### src/rtl/mci_pkg.sv
// Constants shared by the motion command interpreter.
// Assumes one 10 MHz clock and a byte-wide frame input from the host link.
// Overview of operation
// - Code 1: velocity mode, positive target velocity
// - Code 2: velocity mode, negative direction velocity
// - Velocity value means step pulses per second
// - Code 3: velocity mode, target speed zero
// - Code 4 type: absolute, relative, stored point
// - Every move writes target position parameter
// - Move replies at once, never blocks
// - Positions are signed 32-bit values
// - Direction uses 32-bit wraparound difference
// - Stored point index valid up to 20
// - Stop or rotate aborts a positioning move
// - Moves use ramp parameters, not command
// - Reply status 100 for these instructions
// - Frame is nine bytes, value MSB first
package mci_pkg;
	localparam int FRAME_BYTES = 9;
	localparam logic [7:0] INSTR_ROT_POS = 8'h01;
	localparam logic [7:0] INSTR_ROT_NEG = 8'h02;
	localparam logic [7:0] INSTR_STOP = 8'h03;
	localparam logic [7:0] INSTR_MOVE = 8'h04;
	localparam logic [7:0] TYPE_ABS = 8'h00;
	localparam logic [7:0] TYPE_REL = 8'h01;
	localparam logic [7:0] TYPE_POINT = 8'h02;
	localparam logic [7:0] STATUS_OK = 8'h64;
	localparam logic [7:0] STATUS_BAD_CHECKSUM = 8'h01;
	localparam logic [7:0] STATUS_BAD_CMD = 8'h02;
	localparam logic [7:0] STATUS_BAD_TYPE = 8'h03;
	localparam logic [7:0] STATUS_BAD_VALUE = 8'h04;
	localparam logic [7:0] MOTOR_ONLY = 8'h00;
	localparam int POINT_COUNT = 21;
	localparam logic [31:0] POINT_MAX = 32'h0000_0014;
	localparam logic [7:0] HOST_ADDR_RESET = 8'h01;
	typedef enum logic [0:0]
	{
		MCI_MODE_VELOCITY = 1'b0,
		MCI_MODE_POSITION = 1'b1
	} mci_mode_e;
endpackage : mci_pkg

### src/rtl/mci_motion_cmd.sv
// Motion command interpreter: parses nine-byte frames, updates target
// velocity or target position and returns a status reply.
// Assumes rx_byte/rx_valid come from logic on clk; stored points are
// written through the point write port by other command logic.
`timescale 1ns/1ps
module mci_motion_cmd
#(
	parameter int POINTS = mci_pkg::POINT_COUNT
)
(
	input wire logic clk,
	input wire logic rst,
	input wire logic ce,
	input wire logic [7:0] module_addr,
	input wire logic [7:0] rx_byte,
	input wire logic rx_valid,
	input wire logic signed [31:0] actual_position,
	input wire logic point_we,
	input wire logic [4:0] point_idx,
	input wire logic signed [31:0] point_data,
	output logic reply_valid,
	output logic [7:0] reply_status,
	output logic [7:0] reply_instr,
	output logic velocity_mode,
	output logic signed [31:0] target_velocity,
	output logic signed [31:0] target_position,
	output logic target_velocity_we,
	output logic target_position_we,
	output logic move_negative
);
	// Index field and write port are five bits wide: at most 32 points
	if (POINTS < 1 || POINTS > 32)
	begin : g_bad_points
		$error("POINTS must be 1 to 32");
	end

	logic [7:0] frame [0:8];
	logic [3:0] byte_cnt;
	logic [7:0] sum;
	logic signed [31:0] points [0:POINTS-1];

	// Byte collection: value bytes arrive most significant first
	wire frame_done = rx_valid && (byte_cnt == 4'(mci_pkg::FRAME_BYTES - 1));
	wire [7:0] f_instr = frame[1];
	wire [7:0] f_type = frame[2];
	wire [7:0] f_motor = frame[3];
	wire signed [31:0] f_value = {frame[4], frame[5], frame[6], frame[7]};
	wire sum_ok = (sum == rx_byte);
	wire addr_ok = (frame[0] == module_addr);
	// Stored point index only checked for the point variant
	wire point_ok = (f_value >= 0) && (f_value <= mci_pkg::POINT_MAX)
		&& (f_value < POINTS);
	wire motor_ok = (f_motor == mci_pkg::MOTOR_ONLY);
	wire is_rot = (f_instr == mci_pkg::INSTR_ROT_POS)
		|| (f_instr == mci_pkg::INSTR_ROT_NEG);
	wire is_stop = (f_instr == mci_pkg::INSTR_STOP);
	wire is_move = (f_instr == mci_pkg::INSTR_MOVE);
	wire is_pt = is_move && (f_type == mci_pkg::TYPE_POINT);
	wire type_ok = !is_move || (f_type == mci_pkg::TYPE_ABS)
		|| (f_type == mci_pkg::TYPE_REL) || is_pt;
	// Wraparound add keeps 32 bits; host keeps the result in range
	wire signed [31:0] rel_target = actual_position + f_value;
	wire signed [31:0] pt_target = points[f_value[4:0]];
	wire signed [31:0] new_target = (f_type == mci_pkg::TYPE_ABS) ? f_value :
		(f_type == mci_pkg::TYPE_REL) ? rel_target : pt_target;
	// Modular difference chooses the shorter way round
	wire signed [31:0] travel = new_target - actual_position;
	wire known = is_rot || is_stop || is_move;
	wire unit_ok = is_pt || motor_ok;
	wire [7:0] next_status = !sum_ok ? mci_pkg::STATUS_BAD_CHECKSUM :
		!known ? mci_pkg::STATUS_BAD_CMD :
		!type_ok ? mci_pkg::STATUS_BAD_TYPE :
		(!unit_ok || (is_pt && !point_ok)) ? mci_pkg::STATUS_BAD_VALUE :
		mci_pkg::STATUS_OK;
	wire exec = frame_done && addr_ok && (next_status == mci_pkg::STATUS_OK);

	// Frame counter and running checksum; frame ends on ninth byte
	always_ff @(posedge clk)
	begin
		if (rst)
		begin
			byte_cnt <= 4'h0;
			sum <= 8'h00;
		end
		else if (ce && rx_valid)
		begin
			frame[byte_cnt] <= rx_byte;
			byte_cnt <= frame_done ? 4'h0 : byte_cnt + 4'h1;
			sum <= frame_done ? 8'h00 : sum + rx_byte;
		end
	end

	// Stored point table, written by the point-setting commands
	always_ff @(posedge clk)
	begin
		if (ce && point_we && (32'(point_idx) < POINTS))
			points[point_idx] <= point_data;
	end

	// Reply goes out the cycle after the last byte; frames for other
	// addresses get no reply so the bus stays free for that node
	always_ff @(posedge clk)
	begin
		if (rst)
		begin
			reply_valid <= 1'b0;
			reply_status <= 8'h00;
			reply_instr <= 8'h00;
		end
		else if (ce)
		begin
			reply_valid <= frame_done && addr_ok;
			if (frame_done && addr_ok)
			begin
				reply_status <= next_status;
				reply_instr <= f_instr;
			end
		end
	end

	// Axis parameter writes; ramp limits stay with the ramp generator
	always_ff @(posedge clk)
	begin
		if (rst)
		begin
			velocity_mode <= 1'b1;
			target_velocity <= 32'sh0000_0000;
			target_position <= 32'sh0000_0000;
			target_velocity_we <= 1'b0;
			target_position_we <= 1'b0;
			move_negative <= 1'b0;
		end
		else if (ce)
		begin
			target_velocity_we <= exec && (is_rot || is_stop);
			target_position_we <= exec && is_move;
			if (exec && is_rot)
			begin
				// Value is microsteps per second, sign of code sets way
				velocity_mode <= 1'b1;
				target_velocity <= (f_instr == mci_pkg::INSTR_ROT_POS) ?
					f_value : -f_value;
			end
			else if (exec && is_stop)
			begin
				velocity_mode <= 1'b1;
				target_velocity <= 32'sh0000_0000;
			end
			else if (exec && is_move)
			begin
				velocity_mode <= 1'b0;
				target_position <= new_target;
				move_negative <= travel[31];
			end
		end
	end

	property p_reply_after_frame;
		@(posedge clk) disable iff (rst)
		(ce && frame_done && addr_ok) |=> reply_valid;
	endproperty
	a_reply_after_frame: assert property (p_reply_after_frame)
		else $error("Reply missing after frame");

	property p_bad_sum;
		@(posedge clk) disable iff (rst)
		(ce && frame_done && addr_ok && !sum_ok) |=>
			(reply_status == mci_pkg::STATUS_BAD_CHECKSUM)
			&& !target_velocity_we && !target_position_we;
	endproperty
	a_bad_sum: assert property (p_bad_sum)
		else $error("Bad checksum frame acted upon");

	property p_stop_zero;
		@(posedge clk) disable iff (rst)
		(ce && exec && is_stop) |=> velocity_mode
			&& (target_velocity == 0) && target_velocity_we;
	endproperty
	a_stop_zero: assert property (p_stop_zero)
		else $error("Stop did not zero velocity");

	property p_rot_pos;
		@(posedge clk) disable iff (rst)
		(ce && exec && f_instr == mci_pkg::INSTR_ROT_POS) |=>
			velocity_mode && (target_velocity == $past(f_value));
	endproperty
	a_rot_pos: assert property (p_rot_pos)
		else $error("Positive rotate wrong velocity");

	property p_rot_neg;
		@(posedge clk) disable iff (rst)
		(ce && exec && f_instr == mci_pkg::INSTR_ROT_NEG) |=>
			velocity_mode && (target_velocity == -$past(f_value));
	endproperty
	a_rot_neg: assert property (p_rot_neg)
		else $error("Negative rotate wrong velocity");

	property p_move_target;
		@(posedge clk) disable iff (rst)
		(ce && exec && is_move) |=> !velocity_mode && target_position_we
			&& (target_position == $past(new_target));
	endproperty
	a_move_target: assert property (p_move_target)
		else $error("Move target not written");

	property p_motor_check;
		@(posedge clk) disable iff (rst)
		(ce && frame_done && addr_ok && sum_ok && known && type_ok && !is_pt
			&& !motor_ok) |=> (reply_status == mci_pkg::STATUS_BAD_VALUE);
	endproperty
	a_motor_check: assert property (p_motor_check)
		else $error("Nonzero motor accepted");

	property p_point_range;
		@(posedge clk) disable iff (rst)
		(ce && frame_done && addr_ok && sum_ok && is_pt && !point_ok)
			|=> !target_position_we;
	endproperty
	a_point_range: assert property (p_point_range)
		else $error("Out of range point moved");

	property p_ok_status;
		@(posedge clk) disable iff (rst)
		(ce && exec) |=> (reply_status == mci_pkg::STATUS_OK);
	endproperty
	a_ok_status: assert property (p_ok_status)
		else $error("Good command not answered with OK");
endmodule : mci_motion_cmd

### config.mk
export PLATFORM = sky130hd
export DESIGN_NAME = mci_motion_cmd
export DESIGN_NICKNAME = d
export VERILOG_FILES = /design/src/rtl/mci_pkg.sv /design/src/rtl/mci_motion_cmd.sv
export SDC_FILE = /design/constraint.sdc
export NUM_CORES = 1
export LEC_CHECK = 0
export BUFFER_PORTS_ARGS = -buffer_cell sky130_fd_sc_hd__buf_2
export CAP_MARGIN = 20
export CORE_ASPECT_RATIO = 1.1
export CORE_MARGIN = 2
export CORE_UTILIZATION = 54
export DETAILED_ROUTE_END_ITERATION = 8
export PLACE_DENSITY = 0.74
export SLEW_MARGIN = 20
export SYNTH_ARGS = -nofsm -noshare
export SYNTH_HDL_FRONTEND = slang
export SYNTH_SLANG_ARGS = --single-unit
### constraint.sdc
create_clock -name clk -period 17.1 [get_ports clk]
set_input_delay 0.855 -clock clk [delete_from_list [all_inputs] [get_ports clk]]
set_output_delay 0.855 -clock clk [all_outputs]
set_load 0.02 [all_outputs]
Yosys cells after proc, flatten, opt, wreduce, memory -nomap -nowiden
Memory sizes are Yosys's and may differ from the RTL's. Cells that the tools add are included.

Eq/ne operators: 10. Reduce and logical (&&, ||, !) cells: 33. Mux-type cells: 19. Bitwise operators: 2. $add $sub $neg: 5. Magnitude comparators: 4.

Operators with widths (number): two-way mux 32 bit (5); adder 32 bit (1); >= comparator 32 x 1 -> 1 bit, second input constant (1); less-or-equal comparator 32 x 5 -> 1 bit, second input constant (1); less-than comparator 32 x 6 -> 1 bit, second input constant (1); negation 32 bit (1); subtractor 32 bit (1); two-way mux 7 bit (4); == test 8 x 2 -> 1 bit, second input constant (3); == test 8 x 1 -> 1 bit, second input constant (2); == test 8 bit (2); zero test 8 bit (2); logical AND 1 bit (14); adder 8 bit (1); == test 8 x 3 -> 1 bit, second input constant (1); logical OR 1 bit (8); two-way mux 1 bit (8); two-way mux 8 bit (1); == test 7 bit, second input constant (1); AND reduction 2 bit (3); less-than comparator 5 bit, second input constant (1); adder 4 x 1 -> 4 bit, second input constant (1); == test 4 bit, second input constant (1); two-way mux 4 bit (1); other kinds (5) (8).

Memories kept: 2. Register bits after elaboration: 97. Output and inout bits: 85. Bits in writable memories: 744. Input port bits: 90. Logic and storage cells: 86.

Memories: points (words 21, width 32, rd ports 1, clocked after memory_dff 0, write ports 1, line mci_motion_cmd.sv:40) `logic signed [31:0] points [0:POINTS-1];`; frame (words 9, width 8, rd ports 8, clocked after memory_dff 0, write ports 1, line mci_motion_cmd.sv:37) `logic [7:0] frame [0:8];`.

Longest topological paths before layout
Gate-level depths: netlist of run 1. An unclocked memory read counts as a cell.

Word-level depth: 17. Gate-level depth with buffers: 26. Depth with buffers taken out: 22.

Least setup slack after synthesis of run 1
OpenSTA, ideal clock, no wires.

Path kind: reg-to-reg. Start point: mem frame[7][1]. End point: reg move_negative. Library setup time: 0.079 ns. Path buffers: 5. Clock period less this slack: 5.639 ns. Cell stages (with the launch flop): 26. Setup slack: 11.461 ns. Data arrival time: 5.560 ns. Data required time: 17.021 ns. Cell sequence: edfxtp_1 > buf_4 > buf_2 > buf_2 > buf_4 > clkbuf_1 > inv_1 > fa_1 > and2b_1 > o21ai_0 > a21boi_0 > o21a_1 > a21oi_1 > o21bai_1 > mux2_2 > or2_2 > ha_1 > a21o_1 > a21o_1 > a211oi_1 > o21ai_0 > a2111oi_0 > a21oi_1 > xnor2_2 > xnor2_1 > a211oi_2.

RTL lines: from (decl) (line mci_motion_cmd.sv:37); to (signal assigned) (line mci_motion_cmd.sv:153) `move_negative <= travel[31];`; to (decl) (line mci_motion_cmd.sv:29) `output logic move_negative`.

==> results of run 1 <==
[stage by stage]
stage,cells,area (um^2),power (mW),hold slack [ns],util
2_1_floorplan,2178,35200,2.32,0.436,-
3_3_place_gp,3134,37100,2.38,0.431,0.573
3_5_place_dp,3134,37100,2.38,0.440,0.573
4_1_cts,3276,39700,4.11,0.452,0.613
5_1_grt,3278,39700,4.19,0.467,0.614
6_report,3278,39700,4.09,0.451,0.614
[power by group]
part	leakage [nW]	switching [mW]	internal (mW)
sequential	7.37	0.00454	2.22
clock	1.28	0.748	0.996
combinational	5.03	0.0825	0.0391
total	13.7	0.835	3.25
[cell type report]
| cell class | instances | area share |
|---|---|---|
| inverters | 57 | 0.00545 |
| repair buffers | 212 | 0.0296 |
| multi-input cells | 1186 | 0.269 |
| diodes | 2 | 0.000126 |
| clock buffers | 96 | 0.0553 |
| flip-flops and latches | 829 | 0.603 |
| well taps | 850 | 0.0268 |
| clock inverters | 46 | 0.0101 |
[registers in the layout (all words and copies together), names as in the netlist, 4 cells and up]
register	flops
target_velocity	32
byte_cnt	4
target_position	32
reply_instr	8
frame	64
points	672
reply_status	4
sum	8
[layout by cell type (no fill, tap or decap), types with 24 or more instances in the layout]
cell and count:
buf_4 40, nand3_1 37, a21o_1 24, dfxtp_1 93, inv_1 56, mux2i_1 32, clkbuf_16 84, a21oi_1 82
o21ai_0 94, nand2_1 204, xor2_1 31, xnor2_1 31, nor2_1 101, edfxtp_1 736, ha_1 74, mux4_2 187
a31oi_1 28, buf_2 171
[how the worst max path moves through the flow]
stage	startpoint	to	slack (ns)	cells past startpoint
5_1_grt	frame[7][0]$_DFFE_PP_	move_negative$_SDFFE_PP0P_	9.98	17
4_1_cts	frame[7][0]$_DFFE_PP_	move_negative$_SDFFE_PP0P_	10.42	17
3_3_place_gp	frame[7][0]$_DFFE_PP_	move_negative$_SDFFE_PP0P_	10.54	17
3_5_place_dp	frame[7][0]$_DFFE_PP_	move_negative$_SDFFE_PP0P_	10.44	17
2_1_floorplan	frame[7][1]$_DFFE_PP_	move_negative$_SDFFE_PP0P_	11.46	25
6_report	frame[7][0]$_DFFE_PP_	move_negative$_SDFFE_PP0P_	10.49	17
[routing by layer]
layer / GRT usage / vias up / wire (um)
met5: 0 / - / 26
met4: 0.116 / 4 / 4050
met3: 0.0469 / 210 / 7110
met2: 0.462 / 1054 / 45800
met1: 0.346 / 10457 / 33800
li1: - / 8947 / -
[worst register-to-register path, cell delays in order (launching register included)]
cell and delay, ns:
edfxtp_1 0.77, buf_4 0.84, buf_12 0.71, mux4_2 0.82, mux4_2 0.47, o21ai_0 0.32, o21ai_0 0.14, or2_2 0.31
ha_1 0.30, a21o_1 0.16, a21o_1 0.18, a211oi_1 0.20, o21ai_0 0.17, a2111oi_0 0.42, a21oi_1 0.18, xnor2_2 0.17
xnor2_1 0.14, a211oi_2 0.24
[logic make-up (layout without fill, tap and decap cells)]
logic type | count (synthesis) | count (layout) | synth area share
compound gates | 332 | 332 | 0.0597
xor+xnor | 63 | 63 | 0.0159
fa+ha+maj | 76 | 76 | 0.0274
buf+inv | 163 | 411 | 0.0208
flops | 829 | 829 | 0.681
mux | 228 | 228 | 0.133
other cells | 1 | 5 | 0.000106
simple gates | 484 | 484 | 0.0623
==> reports/metrics.yaml, run 1 <==
grt_overflow: 0
worst_setup_path_start_kind: "register"
leakage_nw: 13.7
netlist_top_cells_area: "edfxtp_1 (63%), mux4_2 (12%), dfxtp_1 (5.3%), ha_1 (2.6%), nand2_1 (2.2%)"
r2r_end: "move_negative$_SDFFE_PP0P_"
path_cells: "buf_4 -> buf_12 -> mux4_2 -> mux4_2 -> o21ai_0 -> o21ai_0 -> or2_2 -> ha_1 -> a21o_1 -> a21o_1 -> a211oi_1 -> o21ai_0 -> a2111oi_0 -> a21oi_1 -> xnor2_2 -> xnor2_1 -> a211oi_2"
cts.sink_count: 829
rows: 98
yosysSeqAreaShare: 0.681
yosysMostFrequentCell: "edfxtp_1"
ys_ff_latch: 829
synthArstFlopShare: 0
cts_tree: "built"
synth_top_area_cell: "edfxtp_1"
tightest_slew_ns: 1.06
finalSetupViolCount: 0
detail_route.wl_per_cell_um: 27.7
cts-htree-levels: 3
post-place-ws_ns: 10.44
syn_avg_cell_area_um2: 16.2
area_growth_pct: 12.8
grt_max_degree: 108
dr.pass1.iters: 5
die_w_um: 247
ant_nets: 0
min_path_type: "register to register"
clkTransAtPathRegs_ns: 0.06
grt_pass1_vias: 20786
clk_latency_ns: 0.64
drv_cap: 0
regArea_um2: 24000
postRouteWirelength_um: 90800
grt.total_usage: 0.272
cp.arrival_ns: 7.16
slew_headroom: 0.287
rsz0062_at_grt: "no"
r2r_cells: 17
num_vias: 20672
fin_crit_sh: 0.386
first_iter_violations: 2136
io_pins: 175
yosysWarningCount: 0
via_per_inst: 6.31
hpwl_um: 53800
reg2reg_slack_ns: 10.49
r2r_start: "frame[7][0]$_DFFE_PP_"
die_height_um: 272
post_cts_buffers: 0
start_util: 0.544
ir_drop_mv: 0.0848
yosysUniqueCellTypes: 77
dieArea_um2: 67300
synth_area_um2: 35200
p_per_area_nw_per_um2: 103
drc: 0
layout-drive-gt1-share: 0.233
status: "finished, final reports clean"
synth_top_area_share: 0.628
tns_ns: 0
path_delay_family: "compound AO/OA/AOI/OAI gates"
critPathCaptureType: "register"
fmax_ghz: 0.151
synth_common_cells: "edfxtp_1 (736), nand2_1 (204), mux4_2 (187)"
grt_pass1_wl_um: 133000
finalCriticalPeriod_ns: 6.61
hold_depth: 2
hold_violations: 0
critPathBufInv: 2
final.fill_count: 4605
core_um2: 64700
cp_slowest_cell: "buf_4"
synth_edf_count: 736
hold_start: "target_velocity[21]$_SDFFE_PP0P_"
cpMostUsedCell: "o21ai_0"
final_max_slew_viol_count: 0
crit_type: "register to register"
holdPathEnd: "target_velocity[21]$_SDFFE_PP0P_"
fin_ws_ns: 10.49
multi_input_area_um2: 10700
fin_nets: 2532
ys.flop_type: "edfxtp_1"
clock_skew_ns: 0.0199
numCtsBuffers: 80
clockBufferDepth: 3
netlist_instances: 2176
worstPathMaxFanout: 107
ctsHoldBuffers: 0
io_buffers: 171
ctsResizeCount: 0
root_buffer: "clkbuf_16"
cp_data_required_time_ns: 17.65
routabilityCongestion: 0.954
max_stage_delay_ns: 0.84
antenna_found_initial: 4
No activity file was read; power rests on OpenSTA's default activity.
==> inputs of run 2 (changes only) <==
--- a/config.mk
+++ b/config.mk
@@ -11,7 +11,7 @@
 export CORE_MARGIN = 2
 export CORE_UTILIZATION = 54
 export DETAILED_ROUTE_END_ITERATION = 8
-export PLACE_DENSITY = 0.74
+export PLACE_DENSITY = 0.76
 export SLEW_MARGIN = 20
 export SYNTH_ARGS = -nofsm -noshare
 export SYNTH_HDL_FRONTEND = slang
==> constraint.sdc (replaced) <==
create_clock -name clk -period 5.65 [get_ports clk]
set_input_delay 0.2825 -clock clk [delete_from_list [all_inputs] [get_ports clk]]
set_output_delay 0.2825 -clock clk [all_outputs]
set_load 0.02 [all_outputs]
==> run 2 against run 1 <==
Compared with the run above: total power rose to 3.0 times the previous value; sequential cell count unchanged; clock skew grew 0.019 ns; first-iteration DRC count up 33%; sequential power grew to 3.0 times the previous value; critical path depth did not move; hold slack lost 0.42 ns; largest power group unchanged; clock power grew to 3.1 times the previous value; final cell count rose by 0.92%; sequential share of layout area is 0.40 points lower; register-to-register slack worse by 10 ns; critical path type unchanged; non-clock buffer count is 25 higher.
==> reports/metrics.yaml, run 2 (synthesis results as in run 1) <==
die_w_um: 247
crit_type: "register to register"
via_per_inst: 6.39
dr.pass1.iters: 6
postRouteWirelength_um: 96500
mostFrequentLayoutCell: "edfxtp_1"
grt_max_degree: 163
final_max_slew_viol_count: 0
critPathCaptureType: "register"
grt_overflow: 0
r2r_cells: 17
place_area_um2: 37300
cts-htree-levels: 3
cts_tree: "built"
io_pins: 175
hold_violations: 0
path_cells: "buf_12 -> mux4_2 -> mux4_2 -> o21ai_0 -> buf_4 -> o21ai_0 -> or2_2 -> ha_1 -> a21o_1 -> a21o_1 -> a211oi_1 -> o21ai_0 -> a2111oi_1 -> a21oi_1 -> xnor2_2 -> xnor2_1 -> a211oi_2"
io_buffers: 171
ir_drop_mv: 0.262
max_flop_register: "points"
clock_skew_ns: 0.0388
worstPathMaxFanout: 162
core_um2: 64700
status: "finished, final reports clean"
drv_cap: 0
hpwl_um: 55900
final.fill_count: 4535
num_vias: 21122
largest_reg_flops: 672
instances_no_fill: 3308
grt_pass1_vias: 21156
ant_nets: 0
clockBufferDepth: 3
fin_crit_sh: 0.924
ctsHoldBuffers: 0
area_growth_pct: 13.5
reg.largest.list: "points x672, frame x64"
leakage_nw: 13.8
rsz0062_at_grt: "no"
numCtsBuffers: 80
dieArea_um2: 67300
cpMostUsedCell: "o21ai_0"
fmax_ghz: 0.191
cts.sink_count: 829
antenna_found_initial: 3
root_buffer: "clkbuf_16"
stdcell_area_um2: 40000
first_iter_violations: 2832
tns_ns: 0
max_stage_delay_ns: 0.63
rows: 98
routabilityCongestion: 1.05
clkTransAtPathRegs_ns: 0.06
slew_headroom: 0.290
grt_pass1_wl_um: 139000
die_height_um: 272
drc: 0
final_cell_mix: "edfxtp_1 (736), nand2_1 (204), mux4_2 (187)"
holdPathEnd: "frame[5][5]$_DFFE_PP_"
start_util: 0.544
clk_latency_ns: 0.63
whs_ns: 0.0267
fin_nets: 2557
hold_depth: 1
cp_slowest_cell: "buf_12"
detail_route.wl_per_cell_um: 29.2
p_total_mw: 12.5
worst_setup_path_start_kind: "register"
min_path_type: "input pin to register"
tightest_slew_ns: 1.06
cp.arrival_ns: 5.77
finalSetupViolCount: 0
hold_start: "rx_byte[5]"
r2r_start: "frame[7][1]$_DFFE_PP_"
finalCriticalPeriod_ns: 5.22
dp_cells: 3156
layout-drive-gt1-share: 0.241
grt.total_usage: 0.286
reg2reg_slack_ns: 0.43
cp_data_required_time_ns: 6.19
p_per_area_nw_per_um2: 312
r2r_end: "move_negative$_SDFFE_PP0P_"
run 2: changes by cell type in the layout (fill, tap and decap cells not counted), sizes merged:
cell    delta
buf       +24
clkbuf     +8
bufinv     +4
clkinv     -4
inv        -3
diode      +1
run 2: worst max path at each step:
stage / end / depth (start not counted) / slack [ns] / from
3_5_place_dp: move_negative$_SDFFE_PP0P_ / 17 / 0.25 / frame[7][0]$_DFFE_PP_
2_1_floorplan: move_negative$_SDFFE_PP0P_ / 25 / 0.01 / frame[7][1]$_DFFE_PP_
4_1_cts: move_negative$_SDFFE_PP0P_ / 17 / 0.21 / frame[7][0]$_DFFE_PP_
5_1_grt: move_negative$_SDFFE_PP0P_ / 23 / 0.20 / frame[7][0]$_DFFE_PP_
3_3_place_gp: move_negative$_SDFFE_PP0P_ / 17 / 0.33 / frame[7][0]$_DFFE_PP_
6_report: move_negative$_SDFFE_PP0P_ / 17 / 0.43 / frame[7][1]$_DFFE_PP_
run 2: report_power, final:
group | total (mW) | leakage [nW] | switching (mW) | internal, mW
Combinational | 0.379 | 5.17 | 0.258 | 0.121
Clock | 5.36 | 1.28 | 2.25 | 3.11
Sequential | 6.72 | 7.37 | 0.0148 | 6.70
Total | 12.5 | 13.8 | 2.53 | 9.93
run 2: area by class of cell:
cell class | instances | area [um^2] | area share
Sequential cell | 829 | 24000 | 0.599
Clock buffer | 103 | 2150 | 0.0538
Tap cell | 850 | 1060 | 0.0266
Multi-Input combinational cell | 1186 | 10700 | 0.268
Clock inverter | 43 | 468 | 0.0117
Inverter | 57 | 216 | 0.00541
Timing Repair Buffer | 237 | 1410 | 0.0353
Antenna cell | 3 | 7.51 | 0.000188
run 2: through the flow:
stage,setup slack [ns],utilization
after floorplan,0.0106,-
after global placement,0.327,0.576
after detailed placement,0.249,0.576
after CTS,0.215,0.617
after global routing,0.196,0.618
final,0.428,0.618
run 2: timing repair:
| action | 4_1_cts | 5_1_grt |
|---|---|---|
| resized for setup | 0 | 3 |
| setup endpoints to repair | 0 | 1 |
| buffers inserted | 0 | 2 |
run 2: metal layers:
layer | wire (um) | track usage | share of wire
met5 | 0 | 0 | 0
met4 | 4760 | 0.147 | 0.049
met3 | 7740 | 0.0421 | 0.080
met2 | 48600 | 0.479 | 0.50
met1 | 35400 | 0.365 | 0.37
run 2: worst max-delay path: cells and delay by family (launching register included):
kind	cells	cell delay (ns)
flip-flops	1	0.42
XOR/XNOR	2	0.30
AO/OA/AOI/OAI	9	1.93
AND/OR/NAND/NOR	1	0.30
buffers and inverters	2	0.83
adder cells (fa/ha/maj)	1	0.29
multiplexers	2	0.90
==> inputs of run 3 (changes only) <==
--- a/config.mk
+++ b/config.mk
@@ -7,11 +7,13 @@
 export LEC_CHECK = 0
 export BUFFER_PORTS_ARGS = -buffer_cell sky130_fd_sc_hd__buf_2
 export CAP_MARGIN = 20
+export CELL_PAD_IN_SITES_DETAIL_PLACEMENT = 0
+export CELL_PAD_IN_SITES_GLOBAL_PLACEMENT = 1
 export CORE_ASPECT_RATIO = 1.1
 export CORE_MARGIN = 2
-export CORE_UTILIZATION = 54
+export CORE_UTILIZATION = 47
 export DETAILED_ROUTE_END_ITERATION = 8
-export PLACE_DENSITY = 0.76
+export PLACE_DENSITY = 0.77
 export SLEW_MARGIN = 20
 export SYNTH_ARGS = -nofsm -noshare
 export SYNTH_HDL_FRONTEND = slang
==> run 3 against run 2 <==
Compared with the run above: clock skew decreased by 0.017 ns; first-iteration DRC count decreased by 33%; sequential share of layout area decreased by 0.24 points; largest cell class unchanged.
==> reports/metrics.yaml, run 3 (synthesis results as in run 1) <==
max_flop_register: "points"
clockBufferDepth: 3
worstPathMaxFanout: 122
routabilityCongestion: 0.980
cts_tree: "built"
first_iter_violations: 1911
clkTransAtPathRegs_ns: 0.06
finalSetupViolCount: 0
grt_pass1_wl_um: 137000
die_height_um: 291
core_um2: 74400
grt_use_met3: 0.0394
detail_route.wl_per_cell_um: 27.5
grt_overflow: 0
io_buffers: 171
ant_nets: 0
tns_ns: 0
status: "finished, final reports clean"
grt.total_usage: 0.243
fin_nets: 2558
cp_slowest_cell: "buf_12"
grt_busiest_layer: "met2"
layout-drive-gt1-share: 0.244
via_per_inst: 6.00
rows: 105
dieArea_um2: 77100
final_cell_mix: "edfxtp_1 (736), nand2_1 (204), mux4_2 (187)"
tightest_slew_ns: 1.13
antenna_found_initial: 6
hpwl_um: 57700
mostFrequentLayoutCell: "edfxtp_1"
finalCriticalPeriod_ns: 5.46
critPathCaptureType: "register"
die_w_um: 265
reg2reg_slack_ns: 0.19
max_stage_delay_ns: 0.58
ir_drop_mv: 0.203
start_util: 0.474
postRouteWirelength_um: 94200
leakage_nw: 13.8
area_growth_pct: 14.0
grt.met2_usage: 0.421
cp_data_required_time_ns: 6.20
drc: 0
slew_headroom: 0.241
path_cells: "buf_12 -> mux4_2 -> mux4_2 -> nor2_1 -> a31oi_1 -> a21oi_1 -> o21ai_0 -> ha_1 -> nand4_1 -> nor2_1 -> o21ai_0 -> o211ai_1 -> o31ai_1 -> a21oi_1 -> xnor2_2 -> xnor2_1 -> a211oi_2"
num_vias: 20537
groute.layer.met1.usage: 0.305
clock_skew_ns: 0.0219
io_pins: 175
final.fill_count: 5842
post_cts_buffers: 0
largest_reg_flops: 672
final_util: 0.540
root_buffer: "clkbuf_16"
reg.largest.list: "points x672, frame x64"
cts-htree-levels: 3
numCtsBuffers: 80
fin_crit_sh: 0.967
p_per_area_nw_per_um2: 309
drv_cap: 0
grt_pass1_vias: 20644
rsz0062_at_grt: "no"
hold_violations: 0
worst_setup_path_start_kind: "register"
final_max_slew_viol_count: 0
grt_max_degree: 123
clk_latency_ns: 0.64
min_path_type: "input pin to register"
cp.arrival_ns: 6.01
antenna_cells: 0
fmax_ghz: 0.183
cts.sink_count: 829
dr.pass1.iters: 7
crit_type: "register to register"
==> run 3: cell count changes in the layout (fill, tap and decap cells not counted), moves of 3 or more <==
cell	change
bufinv_16	-4
clkbuf_1	-8
clkinvlp_4	+5
diode_2	-3
inv_6	+4
==> run 3: worst max-delay path, delay by kind of cell (launching register included) <==
family / cells / cell delay (ns)
DFF: 1 / 0.42
adders and majority gates: 1 / 0.36
and+or+nand+nor: 3 / 0.38
muxes: 2 / 0.90
buffers and inverters: 1 / 0.58
AOI/OAI and AO/OA: 8 / 2.38
xor gates and xnor gates: 2 / 0.30
==> run 3: path summary, 6_finish.rpt <==
path,from,endpoint,depth (start not counted)
worst min register to register,velocity_mode$_SDFFE_PP1P_,velocity_mode$_SDFFE_PP1P_,2
worst max register to register,frame[7][1]$_DFFE_PP_,move_negative$_SDFFE_PP0P_,17
worst max-delay path,frame[7][1]$_DFFE_PP_,move_negative$_SDFFE_PP0P_,17
worst min-delay path,rx_byte[6],frame[0][6]$_DFFE_PP_,1
==> run 3: cell type report <==
class | count | area, um^2 | area share
clock inverters | 49 | 460 | 0.0115
inverters | 57 | 216 | 0.00539
well taps | 963 | 1200 | 0.0300
multi-input cells | 1186 | 10700 | 0.266
clock buffers | 98 | 2170 | 0.0540
flip-flops and latches | 829 | 24000 | 0.597
repair buffers | 238 | 1440 | 0.0359
==> run 3: power breakdown <==
part | switching [mW] | total [mW] | internal [mW]
sequential | 0.0129 | 6.72 | 6.70
combinational | 0.254 | 0.373 | 0.119
clock | 2.32 | 5.32 | 3.00
==> run 3: stage by stage <==
step	setup WS [ns]	cell area [um^2]	std cells	power [mW]	hold WS (ns)
final	0.187	40100	3420	12.4	0.0444
after global routing	0.0838	40100	3420	12.8	0.0254
after CTS	0.105	40100	3419	12.5	0.0200
after detailed placement	0.154	37500	3271	7.21	0.433
after global placement	0.127	37500	3271	7.20	0.430
after floorplan	0.0106	35200	2178	7.03	0.381
==> run 3: layer usage <==
metal,routed length [um],vias to the layer above
met5,58,-
met4,3810,10
met3,5600,167
met2,47900,769
met1,36800,10599
li1,-,8992
==> run 3: timing repair <==
action | 4_1_cts | 5_1_grt
resized for setup | 0 | 2
endpoints found under the setup margin | 0 | 1
hold endpoints to repair | 1 | 0
hold buffers | 1 | 0
